File: config.mk
export PLATFORM = sky130hd
export DESIGN_NAME = port_one_gpio_pin_mux
export DESIGN_NICKNAME = d
export VERILOG_FILES = /design/src/port_one_pkg.sv /design/src/port_one_gpio_pin_mux.sv /design/src/timer_pin_decode.sv /design/src/gpio_pin_cell.sv
export VERILOG_INCLUDE_DIRS = /design/src
export SDC_FILE = /design/constraint.sdc
export NUM_CORES = 1
export LEC_CHECK = 0
export BUFFER_PORTS_ARGS = -buffer_cell sky130_fd_sc_hd__buf_2
export CAP_MARGIN = 20
export CORE_MARGIN = 2
export CORE_UTILIZATION = 50
export DETAILED_ROUTE_END_ITERATION = 8
export GPL_TIMING_DRIVEN = 0
export HOLD_SLACK_MARGIN = 0.05
export PLACE_DENSITY = 0.84
export SLEW_MARGIN = 20
export SYNTH_ARGS = -nofsm -noshare
export SYNTH_HDL_FRONTEND = slang
export SYNTH_SLANG_ARGS = --single-unit
export TNS_END_PERCENT = 30
File: constraint.sdc
create_clock -name sys_clk_i -period 2.7 [get_ports sys_clk_i]
set_input_delay 0 -clock sys_clk_i [delete_from_list [all_inputs] [get_ports sys_clk_i]]
set_output_delay 0 -clock sys_clk_i [all_outputs]
set_load 0.02 [all_outputs]
File: src/port_one_regs.svh
// Register offsets, field positions, reset values and the functional notes of port one
//
// Functional notes
// - Eight-bit read/write output latch, cleared at reset, drives general-purpose output pins.
// - Read-only eight-bit pin-state register; writes ignored; value built live from latch and pins.
// - Pin-state read returns the output latch bit where the direction bit is 1.
// - Pin-state read returns the sampled pin level where the direction bit is 0.
// - Pin 7 carries channel 2 B output when enabled, else direction selects in/out.
// - Pin 7 feeds channel 2 B capture in normal/phase mode with B bit3 set.
// - Pin 7 is clock D when prescaler 0 or 5 is 111, or ch2/4 phase.
// - Pin 6 carries channel 2 A output when enabled, else direction selects in/out.
// - Pin 6 feeds channel 2 A capture in normal/phase mode with A bit3 set.
// - Pin 5 carries channel 1 B output when enabled, else direction selects in/out.
// - Pin 5 feeds channel 1 B capture in normal/phase mode with B control 10xx.
// - Pin 5 is clock C: prescaler 0/2 is 110, 4/5 is 101, or ch2/4 phase.
// - Write-only direction bits reset to 0; 1 makes output, 0 makes input.
`ifndef PORT_ONE_REGS_SVH
`define PORT_ONE_REGS_SVH

// Register addresses on the plain register port
`define PORT_ADDR_DIRECTION   2'h0
`define PORT_ADDR_LATCH       2'h1
`define PORT_ADDR_PIN_STATE   2'h2

// Reset values
`define PORT_DIRECTION_RST    8'h00
`define PORT_LATCH_RST        8'h00
`define PORT_UNMAPPED_READ    8'h00

// Pin positions of the timer-shared pins
`define PIN_CH2_B             7
`define PIN_CH2_A             6
`define PIN_CH1_B             5

// Io control field decode
`define IO_CTRL_BIT3          3
`define IO_CAPTURE_TOP        2'h2

// Prescaler select codes that pick an external clock pin
`define PSC_EXT_CLOCK_D       3'h7
`define PSC_EXT_CLOCK_C_LO    3'h6
`define PSC_EXT_CLOCK_C_HI    3'h5

`endif

File: src/port_one_pkg.sv
// Types shared by the port one pin multiplexer files
`default_nettype none
package port_one_pkg;

    // Timer channel operating mode as seen by the port
    typedef enum logic [1:0] {
        MODE_NORMAL,
        MODE_PWM,
        MODE_PHASE_COUNT,
        MODE_OTHER
    } timer_mode_t;

    // Timer configuration delivered by the timer block
    typedef struct packed {
        timer_mode_t ch1_mode;
        timer_mode_t ch2_mode;
        timer_mode_t ch4_mode;
        logic [3:0]  ch1_io_b;
        logic [3:0]  ch2_io_a;
        logic [3:0]  ch2_io_b;
        logic [2:0]  psc_0;
        logic [2:0]  psc_2;
        logic [2:0]  psc_4;
        logic [2:0]  psc_5;
        logic        ch2_b_out_en;
        logic        ch2_a_out_en;
        logic        ch1_b_out_en;
    } timer_cfg_t;

    // Compare output levels from the timer
    typedef struct packed {
        logic ch2_b;
        logic ch2_a;
        logic ch1_b;
    } timer_out_t;

    // Levels fed from the pins into the timer and interrupt logic
    typedef struct packed {
        logic ch2_b_cap;
        logic ch2_a_cap;
        logic ch1_b_cap;
        logic ext_clock_c;
        logic ext_clock_d;
        logic ext_interrupt_1;
    } timer_in_t;

    // Decoded pin function selections
    typedef struct packed {
        logic ch2_b_out;
        logic ch2_a_out;
        logic ch1_b_out;
        logic ch2_b_cap;
        logic ch2_a_cap;
        logic ch1_b_cap;
        logic clock_c;
        logic clock_d;
    } pin_fn_t;

    // Register port request
    typedef struct packed {
        logic [1:0] addr;
        logic [7:0] wdata;
        logic       wr;
        logic       rd;
    } reg_req_t;

    // Whole state of the port
    typedef struct packed {
        logic [7:0] port_direction;
        logic [7:0] port_output_latch;
        logic [7:0] pin_out;
        logic [7:0] pin_oe;
        logic [7:0] rd_data;
        timer_in_t  feed;
    } port_state_t;

endpackage : port_one_pkg
`default_nettype wire

File: src/port_one_gpio_pin_mux.sv
// Port one: output latch, pin-state readback and timer pin sharing for pins 7 to 5
//
// Added by the designer: the placing of the registers and the strobed register port.
`timescale 1ns/1ps
`default_nettype none
`include "port_one_regs.svh"

module port_one_gpio_pin_mux
    import port_one_pkg::*;
(
    // Clock, reset and enable
    input  wire logic       sys_clk_i,
    input  wire logic       rst_i,
    input  wire logic       ce_i,

    // Register port
    input  wire logic [1:0] reg_addr_i,
    input  wire logic [7:0] reg_wdata_i,
    input  wire logic       reg_wr_i,
    input  wire logic       reg_rd_i,
    output logic      [7:0] reg_rdata_o,

    // Package pins
    input  wire logic [7:0] pin_i,
    output logic      [7:0] pin_o,
    output logic      [7:0] pin_oe_o,

    // Timer configuration and compare outputs
    input  wire timer_cfg_t timer_cfg_i,
    input  wire timer_out_t timer_out_i,

    // Levels delivered to the timer and interrupt controller
    output timer_in_t       timer_in_o
);

    // Bundled request and decoded functions
    reg_req_t    req;
    pin_fn_t     fn;
    port_state_t state;
    port_state_t next_state;

    // Per-pin override controls and resulting drive
    logic [7:0]  timer_oe;
    logic [7:0]  timer_val;
    logic [7:0]  drive_val;
    logic [7:0]  drive_en;
    logic [7:0]  pin_state_view;

    // Bundle the loose register-port signals
    always_comb begin
        req.addr  = reg_addr_i;
        req.wdata = reg_wdata_i;
        req.wr    = reg_wr_i;
        req.rd    = reg_rd_i;
    end

    // Address match, used by the write paths; the read path decodes with a case
    function automatic logic addr_hit(input logic [1:0] a, input logic [1:0] target);
        addr_hit = (a == target);
    endfunction : addr_hit

    // Mixed view of the port: latch where driven out, pin level where input
    function automatic logic [7:0] mixed_view(input logic [7:0] dir,
                                              input logic [7:0] latch,
                                              input logic [7:0] pins);
        mixed_view = (dir & latch) | (~dir & pins);
    endfunction : mixed_view

    // Timer function decode
    timer_pin_decode u_decode (
        .cfg_i (timer_cfg_i),
        .fn_o  (fn)
    );

    // Route timer compare outputs onto the shared pins; pins 4 to 0 stay plain
    always_comb begin
        timer_oe             = 8'h00;
        timer_val            = 8'h00;
        // channel 2 B output onto pin 7
        timer_oe[`PIN_CH2_B]  = fn.ch2_b_out;
        timer_val[`PIN_CH2_B] = timer_out_i.ch2_b;
        // channel 2 A output onto pin 6
        timer_oe[`PIN_CH2_A]  = fn.ch2_a_out;
        timer_val[`PIN_CH2_A] = timer_out_i.ch2_a;
        // channel 1 B output onto pin 5
        timer_oe[`PIN_CH1_B]  = fn.ch1_b_out;
        timer_val[`PIN_CH1_B] = timer_out_i.ch1_b;
    end

    // One selection cell per pin
    genvar gi;
    generate
        for (gi = 0; gi < 8; gi = gi + 1) begin : g_pin
            gpio_pin_cell u_cell (
                .direction_i (state.port_direction[gi]),
                .latch_i     (state.port_output_latch[gi]),
                .timer_oe_i  (timer_oe[gi]),
                .timer_val_i (timer_val[gi]),
                .drive_val_o (drive_val[gi]),
                .drive_en_o  (drive_en[gi])
            );
        end
    endgenerate

    // readback view, latch for outputs and pin for inputs
    assign pin_state_view = mixed_view(state.port_direction, state.port_output_latch, pin_i);

    // Next-state logic for the whole port
    always_comb begin
        next_state = state;

        // direction bits take any write to their address
        if (req.wr && addr_hit(req.addr, `PORT_ADDR_DIRECTION)) begin
            next_state.port_direction = req.wdata;
        end

        if (req.wr && addr_hit(req.addr, `PORT_ADDR_LATCH)) begin
            next_state.port_output_latch = req.wdata;
        end

        // writes to the pin-state address are dropped on purpose

        // Read data stands only in the cycle after the strobe
        next_state.rd_data = 8'h00;
        if (req.rd) begin
            case (req.addr)
                // latch reads back what was written
                `PORT_ADDR_LATCH: begin
                    next_state.rd_data = state.port_output_latch;
                end
                // pin-state view, built live from latch and pins
                `PORT_ADDR_PIN_STATE: begin
                    next_state.rd_data = pin_state_view;
                end
                // Direction is write-only, so it reads as zero
                `PORT_ADDR_DIRECTION: begin
                    next_state.rd_data = `PORT_UNMAPPED_READ;
                end
                default: begin
                    next_state.rd_data = `PORT_UNMAPPED_READ;
                end
            endcase
        end

        // Pin drive is registered so the pad sees no decode glitches
        next_state.pin_out = drive_val;
        next_state.pin_oe  = drive_en;

        // timer feeds tap pin levels beside the general-purpose input path
        // pin 7 into channel 2 B capture
        next_state.feed.ch2_b_cap       = fn.ch2_b_cap & pin_i[`PIN_CH2_B];
        // pin 6 into channel 2 A capture
        next_state.feed.ch2_a_cap       = fn.ch2_a_cap & pin_i[`PIN_CH2_A];
        // pin 5 into channel 1 B capture
        next_state.feed.ch1_b_cap       = fn.ch1_b_cap & pin_i[`PIN_CH1_B];
        // pin 7 as external clock D
        next_state.feed.ext_clock_d     = fn.clock_d & pin_i[`PIN_CH2_B];
        // pin 5 as external clock C
        next_state.feed.ext_clock_c     = fn.clock_c & pin_i[`PIN_CH1_B];
        // interrupt 1 always sees pin 6; exclusivity is left to software
        next_state.feed.ext_interrupt_1 = pin_i[`PIN_CH2_A];
    end

    // State register; reset acts even with the clock enable low, which otherwise freezes everything
    always_ff @(posedge sys_clk_i) begin
        if (rst_i) begin
            // latch and direction clear at reset
            state.port_direction    <= `PORT_DIRECTION_RST;
            state.port_output_latch <= `PORT_LATCH_RST;
            state.pin_out           <= 8'h00;
            state.pin_oe            <= 8'h00;
            state.rd_data           <= 8'h00;
            state.feed              <= '0;
        end else if (ce_i) begin
            state <= next_state;
        end
    end

    // Outputs all come from the state register
    assign reg_rdata_o = state.rd_data;
    assign pin_o       = state.pin_out;
    assign pin_oe_o    = state.pin_oe;
    assign timer_in_o  = state.feed;

endmodule : port_one_gpio_pin_mux
`default_nettype wire

File: src/timer_pin_decode.sv
// Decode of timer configuration into pin function selections
`timescale 1ns/1ps
`default_nettype none
`include "port_one_regs.svh"

module timer_pin_decode
    import port_one_pkg::*;
(
    // Timer configuration
    input  wire timer_cfg_t cfg_i,
    // Decoded selections
    output pin_fn_t         fn_o
);

    // Capture is possible in normal or phase counting operation
    function automatic logic capture_mode(input timer_mode_t m);
        capture_mode = (m == MODE_NORMAL) || (m == MODE_PHASE_COUNT);
    endfunction : capture_mode

    always_comb begin
        fn_o.ch2_b_out = cfg_i.ch2_b_out_en;
        fn_o.ch2_a_out = cfg_i.ch2_a_out_en;
        fn_o.ch1_b_out = cfg_i.ch1_b_out_en;
        // bit3 of the B control selects capture
        fn_o.ch2_b_cap = capture_mode(cfg_i.ch2_mode) && cfg_i.ch2_io_b[`IO_CTRL_BIT3];
        // bit3 of the A control selects capture
        fn_o.ch2_a_cap = capture_mode(cfg_i.ch2_mode) && cfg_i.ch2_io_a[`IO_CTRL_BIT3];
        // upper two control bits must read 10
        fn_o.ch1_b_cap = capture_mode(cfg_i.ch1_mode)
                         && (cfg_i.ch1_io_b[3:2] == `IO_CAPTURE_TOP);
        // clock D from prescaler 0 or 5, or phase counting
        fn_o.clock_d   = (cfg_i.psc_0 == `PSC_EXT_CLOCK_D) || (cfg_i.psc_5 == `PSC_EXT_CLOCK_D)
                         || (cfg_i.ch2_mode == MODE_PHASE_COUNT)
                         || (cfg_i.ch4_mode == MODE_PHASE_COUNT);
        // clock C from six distinct cases
        fn_o.clock_c   = (cfg_i.psc_0 == `PSC_EXT_CLOCK_C_LO)
                         || (cfg_i.psc_2 == `PSC_EXT_CLOCK_C_LO)
                         || (cfg_i.psc_4 == `PSC_EXT_CLOCK_C_HI)
                         || (cfg_i.psc_5 == `PSC_EXT_CLOCK_C_HI)
                         || (cfg_i.ch2_mode == MODE_PHASE_COUNT)
                         || (cfg_i.ch4_mode == MODE_PHASE_COUNT);
    end

endmodule : timer_pin_decode
`default_nettype wire

File: src/gpio_pin_cell.sv
// Output selection for one port pin: timer override or general-purpose latch
`timescale 1ns/1ps
`default_nettype none

module gpio_pin_cell (
    // Port settings
    input  wire logic direction_i,
    input  wire logic latch_i,
    // Timer output
    input  wire logic timer_oe_i,
    input  wire logic timer_val_i,
    // Pin drive
    output logic      drive_val_o,
    output logic      drive_en_o
);

    // Timer override beats the direction bit; an input pin drives nothing
    always_comb begin
        if (timer_oe_i) begin
            drive_val_o = timer_val_i;
            drive_en_o  = 1'b1;
        end else begin
            drive_val_o = direction_i ? latch_i : 1'b0;
            drive_en_o  = direction_i;
        end
    end

endmodule : gpio_pin_cell
`default_nettype wire

# Word level (Yosys, flattened, before mapping)

Cells that the tools add are included.
Widths: inputs -> output; s select.

Register bits: 46
Latch bits: 0
RAM bits: 0
Memory bits (read-only): 0
Output and inout bits: 30
Logic and storage cells: 68
Memories kept: 0

Add/subtract/negate cells: 0
Multiply operators: 0
Div/mod/pow operators: 0
Magnitude comparators: 0
Equal/unequal tests: 12
Shift operators: 0
Multiplexer cells: 16
Bitwise operators: 9
Reductions and logical operators: 20

Operator list:

| operator           | count |
|---|---|
| $eq 3x3->1 const B | 6 |
| $and 8x8->8        | 2 |
| $pmux 8 s2         | 1 |
| $mux 1             | 14 |
| $eq 2x2->1 const B | 5 |
| $logic_or 1x1->1   | 10 |
| $mux 8             | 1 |
| $not 8->8          | 1 |
| $or 8x8->8         | 1 |
| $logic_not 2->1    | 3 |
| $and 1x1->1        | 5 |
| $logic_and 1x1->1  | 5 |
| $reduce_and 2->1   | 2 |
| $eq 2x1->1 const B | 1 |

# Longest topological paths before layout

Gate-level depths: netlist (run 1).

Depth in word-level cells: 7
Depth in mapped cells: 7

# By module

From an unflattened synthesis (run 1), not the netlist that was laid out.

Cell total of the unflattened synthesis: 270
Area total of the unflattened synthesis: 2362.3 um^2

Modules (own cells, without submodules):

| module                | times used | cells an instance | area an instance (um^2) | seq. area each (um^2) |
|---|---|---|---|---|
| port_one_gpio_pin_mux | 1          | 220               | 2099.5                  | 920.9 |
| gpio_pin_cell         | 8          | 4                 | 18.8                    | 0.0 |
| timer_pin_decode      | 1          | 18                | 112.6                   | 0.0 |

# Worst setup path after synthesis (run 1)

OpenSTA, ideal clock, no wires.

Path kind: input port to flip-flop
Start: in reg_addr_i[0]
End: reg state (netlist bit reg_rdata_o[5])
Library setup time: 117 ps
Data arrival time: 855 ps
Data required time: 2583 ps
Setup slack: 1728 ps
Stages: 7
Path buffers: 2
Cells stage by stage: inv_1 -> ha_1 -> buf_2 -> buf_6 -> a21oi_1 -> o22ai_1 -> a22o_1

Cells in the longest elaborated chain, start to end: 3

Ends and longest elaborated chain:

| what                                            | RTL line                     | source |
|---|---|---|
| from (decl)                                     | port_one_gpio_pin_mux.sv:17  | `input wire logic [1:0] reg_addr_i,` |
| $eq 2x2->1 / $eq 2x1->1 (equally long branches) | port_one_gpio_pin_mux.sv:126 | `case (req.addr)` |
| $pmux 8 s2 (*)                                  | port_one_gpio_pin_mux.sv:126 |  |
| $mux 8 (*)                                      | port_one_gpio_pin_mux.sv:125 | `if (req.rd) begin` |
| to (signal assigned)                            | port_one_gpio_pin_mux.sv:175 | `state <= next_state;` |
| to (decl)                                       | port_one_gpio_pin_mux.sv:39  | `port_state_t state;` |

Every way passes the cells marked *; elsewhere a longest branch is shown, timed or not.
A chain may end at the register's enable or synchronous reset.

# Final worst setup path (run 1)

Start: in pin_i[6]
End: reg state (netlist bit timer_in_o[4])

Cells in the longest elaborated chain, start to end: 1

Ends and longest elaborated chain:

| what        | RTL line                     | source |
|---|---|---|
| from (decl) | port_one_gpio_pin_mux.sv:24  | `input wire logic [7:0] pin_i,` |
| $and 1x1->1 | port_one_gpio_pin_mux.sv:153 | `` next_state.feed.ch2_a_cap = fn.ch2_a_cap & pin_i[`PIN_CH2_A]; `` |

No other way between the ends.

==> results of run 1 <==
-- what timing repair did --
item	in CTS	in global routing
resized for setup	0	0
endpoints found under the hold margin	28	0
hold buffers	21	0
-- stage by stage --
stage | power [mW] | hold slack, ns
finish | 1.40 | 0.0532
floorplan | 0.810 | 0.144
global placement | 0.882 | 0.249
CTS | 1.41 | 0.0576
detailed placement | 0.885 | 0.254
global route | 1.46 | 0.0925
-- kinds of logic after synthesis --
| group | after synthesis |
|---|---|
| buffers and inverters | 24 |
| AND/OR/NAND/NOR | 77 |
| flip-flops | 46 |
| adder cells (fa/ha/maj) | 3 |
| multiplexers | 22 |
| AO/OA/AOI/OAI | 47 |
-- cells in the final DEF (no fill, tap or decap), types with 4 or more instances in the layout --
cell type      count
buf_2             85
o211ai_1           4
nand2_1           21
nor2_1            32
clkbuf_8           5
nand2b_1           9
dlygate4sd3_1     21
dfxtp_1           46
nand3_1            7
a21oi_1           17
o22ai_1           11
a22o_1             8
inv_1             12
mux2i_1           22
-- registers in the layout (all words and copies together), names as in the netlist --
register and count:
state 16, pin_o 8, pin_oe_o 8, reg_rdata_o 8
timer_in_o 6
-- synth_stat cells, types with 2 or more instances --
master,count,share of area [%]
a211oi_1,3,1.1
a21oi_1,17,4.3
a22o_1,8,3.6
buf_2,6,1.5
buf_4,3,1.1
buf_6,2,1.1
dfxtp_1,46,47
ha_1,3,1.9
inv_1,12,2.3
mux2i_1,22,11
nand2_1,21,4.0
nand2b_1,9,2.9
nand3_1,7,1.8
nand4b_1,2,0.89
nor2_1,32,6.1
o211ai_1,4,1.5
o21ai_0,3,0.76
o22ai_1,11,3.5
-- area by class of cell --
cell class / count / area, sq um / area share, %
well taps: 48 / 60.1 / 2.19
plain buffers: 12 / 78.8 / 2.88
clock inverters: 2 / 37.5 / 1.37
flip-flops and latches: 46 / 921 / 33.6
multi-input cells: 149 / 918 / 33.5
inverters: 12 / 45.0 / 1.64
repair buffers: 100 / 606 / 22.1
clock buffers: 6 / 72.6 / 2.65
-- worst max path at each step --
stage | from | endpoint | slack [ns]
3_5_place_dp | reg_addr_i[0] | reg_rdata_o[5] | 1.53
3_3_place_gp | reg_addr_i[0] | reg_rdata_o[4] | 1.55
6_report | pin_i[6] | timer_in_o[4] | 1.44
5_1_grt | pin_i[6] | timer_in_o[4] | 1.36
2_1_floorplan | reg_addr_i[0] | reg_rdata_o[5] | 1.73
4_1_cts | pin_i[7] | timer_in_o[5] | 1.47
-- layer usage --
metal | wire (microns) | up-vias | part of all wire, % | track usage [%]
met2 | 2550 | 76 | 49 | 46.4
met4 | 68 | 0 | 1.3 | 9.44
met3 | 428 | 7 | 8.2 | 5.07
met5 | 0 | - | 0 | 0
li1 | - | 969 | - | -
met1 | 2150 | 868 | 41 | 28.5
-- power by group through the flow --
stage          Combinational [mW]  Clock, mW  Sequential [mW]
2_1_floorplan              0.0766          0            0.734
3_3_place_gp                0.162          0            0.720
3_5_place_dp                0.165          0            0.721
4_1_cts                     0.186      0.516            0.705
5_1_grt                     0.207      0.544            0.707
6_report                    0.188      0.511            0.705
-- critical path, delay by kind of cell --
kind,cells,cell delay [ns]
AOI/OAI and AO/OA,1,0.15
buffers and inverters,3,1.24
and+or+nand+nor,1,0.11
==> impl_metrics.toml, run 1 <==
[finish]
final_util_pct = 73.7
final_area_sq_um = 2740
fin_nets = 388
antenna_cells = 0
drive_above_1_share_pct = 30.6
fill_cells = 292
instances_no_fill = 375
area_growth_pct = 39.5

[synth]
synthXorXnorAreaFrac_pct = 0
synth_top_family_by_area = "simple AND/OR/NAND/NOR gates"
yosysSeqAreaShare_pct = 46.9
synthCells = 219
syn-cell-area_sq_um = 1960
synth-seq-cells = 46
synth_edf_count = 0
synth-compound-area-share_pct = 15.3
yosys.area_share.simple_pct = 18.4
avgSynthCellArea_sq_um = 8.96
yosys_warnings = 0
synthFlopType = "dfxtp_1"
synthArstFlopShare_pct = 0
synth.area.mux_share_pct = 11.2
syn-num-nets = 281
post_synth_num_cell_types = 26
synthAdderAreaFrac_pct = 1.91

[global_routing]
grt_usage_pct = 25.2
antenna_found_initial = 0
grt_pass1_wl_microns = 8320
grt_start_max_net_pins = 15
grt-ovfl-total = 0
grt_pass1_vias = 1851

[worst_setup_path]
path_common_cell = "dlygate4sd3_1"
slowest_stage = "dlygate4sd3_1"
cp_max_fo = 3
rrSetupSlack_ns = 1.64
cp_data_arrival_time_ns = 1.50
worstRegToRegCells = 3
crit_chain = "dlygate4sd3_1 -> buf_2 -> nand4b_1 -> dlygate4sd3_1 -> a21oi_1"
cpPeakStageDelay_ns = 0.58
r2r_start = "timer_in_o[2]"
crit_path_end_kind = "flip-flop"
worst_setup_path_start_kind = "input pin"
worst_ep_required_time_ns = 2.93
r2r-end = "timer_in_o[2]"
path_class = "in -> reg"

[placed_design]
gp_congestion = 0.775
hpwl_microns = 3550
place_inst = 346
io_buffers = 79
pre_cts_ws_ns = 1.53
place_area_sq_um = 2420

[floorplan]
pin_count = 89
core_sq_um = 3720
die_w_microns = 66.7
start_util_pct = 52.8
die_y_microns = 66.7
num_rows = 22
die_area_sq_um = 4440

[clocking]
postCtsSetupBuffers = 0
cts_root_buf = "clkbuf_8"
clkTransAtPathRegs_ns = 0.09
cts_tree = "built"
cts_buffers = 5
cts_sinks = 46
cts_buffer_depth = 2
cts_max_level = 2
clock_latency_ns = 0.31

[timing]
grt_setup_unrepaired = "false"
skew_ns = 0.0111
hold_violations = 0
min_period_over_period_pct = 46.8
layout_min_cycle_time_ns = 1.26
setup_viol = 0
maxClockFrequency_mhz = 791
worst_slack_ns = 1.44
slew_headroom_pct = 68.8
finalMaxSlewViolations = 0
setup_tns_ns = 0
tightest_slew_ns = 0.467

[routing]
ant_nets = 0
drtIter0Drc = 104
vias_per_cell = 5.12
drc = 0
num_vias = 1920
routedWlPerCell_microns = 13.9
dr.pass1.iters = 4
routed_wirelength_microns = 5200

[worst_hold_path]
min_to = "pin_o[7]"
hp-class = "in -> reg"
whs_path_depth = 5
worstHoldStart = "timer_out_i[2]"

[power]
p_seq_share_pct = 50.2
clock_power_share_pct = 36.4
leakagePower_nw = 1.35
p_sw_share_pct = 24.4
switchingPower_uw = 342
peakVddDrop_v = 0.000375
power.internal_mw = 1.06
power_density_nw_per_um2 = 512
pwr-share-comb_pct = 13.4

[status]
status = "finished clean"

[job]
drv_cap = 0
(Power assumes the default switching activity.)
==> run 2: changes to the inputs <==
ABC_AREA = 1   (was default)
CORE_UTILIZATION = 42   (was 50)
PLACE_DENSITY = 0.75   (was 0.84)
clock period = 1.1 ns   (was 2.7 ns; I/O delays follow)
==> impl_metrics.toml, run 2 <==
[synth]
syn-num-nets = 330
synthAdderAreaFrac_pct = 1.88
avgSynthCellArea_sq_um = 7.46
post_synth_num_cell_types = 21
yosys.area_share.simple_pct = 17.7
synthFlopType = "dfxtp_1"
synth-compound-area-share_pct = 23.0
synthXorXnorAreaFrac_pct = 0
synth_common_cells = "nand2_1 (69), dfxtp_1 (46), a21oi_1 (43)"
post-synth-top-area-cell = "dfxtp_1"
yosysSeqAreaShare_pct = 46.1
synth_top_family_by_area = "compound AO/OA/AOI/OAI gates"
synth-seq-cells = 46
synthArstFlopShare_pct = 0
synth_top_area_share_pct = 46.1
ys_top_cells_by_area = "dfxtp_1 (46%), nand2_1 (13%), a21oi_1 (11%), o21ai_0 (8.5%), inv_1 (5.3%)"
syn-cell-area_sq_um = 2000
synth_edf_count = 0
synthCells = 268
synth.area.mux_share_pct = 0
synth_most_common_cell = "nand2_1"
yosys_warnings = 0

[worst_setup_path]
slowest_stage = "dlygate4sd3_1"
path_class = "in -> reg"
cp_max_fo = 10
crit_path_end_kind = "flip-flop"
crit_chain = "dlygate4sd3_1 -> buf_6 -> clkbuf_1 -> a21oi_1"
worst_ep_required_time_ns = 1.26
worst_setup_path_start_kind = "input pin"
rrSetupSlack_ns = 0.21
cp_data_arrival_time_ns = 1.18
cpPeakStageDelay_ns = 0.56

[timing]
finalMaxSlewViolations = 0
tightest_slew_ns = 0.483
slew_headroom_pct = 67.8
maxClockFrequency_mhz = 984
skew_ns = 0.00875
setup_viol = 0
hold_violations = 0
min_period_over_period_pct = 92.3
grt_setup_unrepaired = "false"
setup_tns_ns = 0
layout_min_cycle_time_ns = 1.02
worst_slack_ns = 0.0842

[placed_design]
place_inst = 399
gp_congestion = 0.807
hpwl_microns = 3770
io_buffers = 77
pre_cts_ws_ns = 0.0429

[global_routing]
grt_pass1_wl_microns = 8250
antenna_found_initial = 0
grt_pass1_vias = 1970
grt_start_max_net_pins = 15
grt-ovfl-total = 0
grt_usage_pct = 19.9

[finish]
largest_register = "state"
instances_no_fill = 429
final_util_pct = 59.2
final_common_cell = "buf_2"
largest_reg_flops = 16
fin_nets = 436
layout_common_cells = "buf_2 (82), nand2_1 (69), dfxtp_1 (46)"
fill_cells = 442
drive_above_1_share_pct = 28.0
antenna_cells = 0
area_growth_pct = 38.0

[floorplan]
die_w_microns = 73.0
die_area_sq_um = 5330
pin_count = 89
core_sq_um = 4660
die_y_microns = 73.0
num_rows = 25
start_util_pct = 42.9

[routing]
vias_per_cell = 4.89
drtIter0Drc = 63
routed_wirelength_microns = 5170
ant_nets = 0
drc = 0
routedWlPerCell_microns = 12.1
dr.pass1.iters = 4
num_vias = 2097

[job]
drv_cap = 0

[clocking]
cts_max_level = 2
cts_tree = "built"
cts_resized = 0
cts_buffer_depth = 2
cts_buffers = 5
clock_latency_ns = 0.29
cts_root_buf = "clkbuf_8"
cts_sinks = 46
clkTransAtPathRegs_ns = 0.09

[power]
power_density_nw_per_um2 = 1200
leakagePower_nw = 1.30
peakVddDrop_v = 0.000978

[worst_hold_path]
hp-class = "in -> reg"

[status]
status = "finished clean"
[run 2: final timing paths]
path / startpoint / end / cells after the start
worst max-delay path: rst_i / reg_rdata_o[2] / 4
worst min register to register: timer_in_o[3] / timer_in_o[3] / 2
worst max register to register: state[39] / reg_rdata_o[1] / 7
worst min-delay path: pin_i[5] / timer_in_o[2] / 5
[run 2: power breakdown]
part	internal (mW)	total, mW	switching, mW
logic	0.248	0.543	0.295
registers	1.73	1.76	0.0303
clock network	0.449	1.01	0.557
total	2.43	3.31	0.882
[run 2: critical path, delay by kind of cell]
kind | cells | cell delay, ns
AO/OA/AOI/OAI | 1 | 0.08
buffers and inverters | 3 | 1.11
[run 2: metal layers]
metal / routed length (microns) / GRT usage, % / vias up
met3: 333 / 4.70 / 4
met4: 36 / 4.53 / 0
met5: 0 / 0 / -
met2: 2540 / 37.4 / 69
met1: 2260 / 22.7 / 934
li1: - / - / 1090
[run 2: layout make-up]
cell class	count	area [sq um]	area share [%]
plain buffers	15	113	4.08
clock inverters	2	13.8	0.499
repair buffers	99	606	22.0
inverters	30	113	4.08
multi-input cells	177	852	30.9
flip-flops and latches	46	921	33.4
clock buffers	6	72.6	2.63
well taps	54	67.6	2.45
[run 2: what timing repair did]
item,in CTS,in global routing
endpoints found under the hold margin,29,0
buffers inserted,0,0
hold buffers,22,0
[run 2: stage by stage]
| stage | area [sq um] | hold WS, ns | total power, mW |
|---|---|---|---|
| final | 2760 | 0.0765 | 3.31 |
| after floorplan | 2000 | 0.148 | 2.08 |
| after CTS | 2760 | 0.0704 | 3.33 |
| after detailed placement | 2450 | 0.214 | 2.28 |
| after global routing | 2760 | 0.109 | 3.47 |
| after global placement | 2450 | 0.220 | 2.27 |
[run 2: logic make-up after synthesis]
family                   Yosys count
adder cells (fa/ha/maj)            3
AO/OA/AOI/OAI                     89
buffers and inverters             45
flip-flops                        46
AND/OR/NAND/NOR                   85
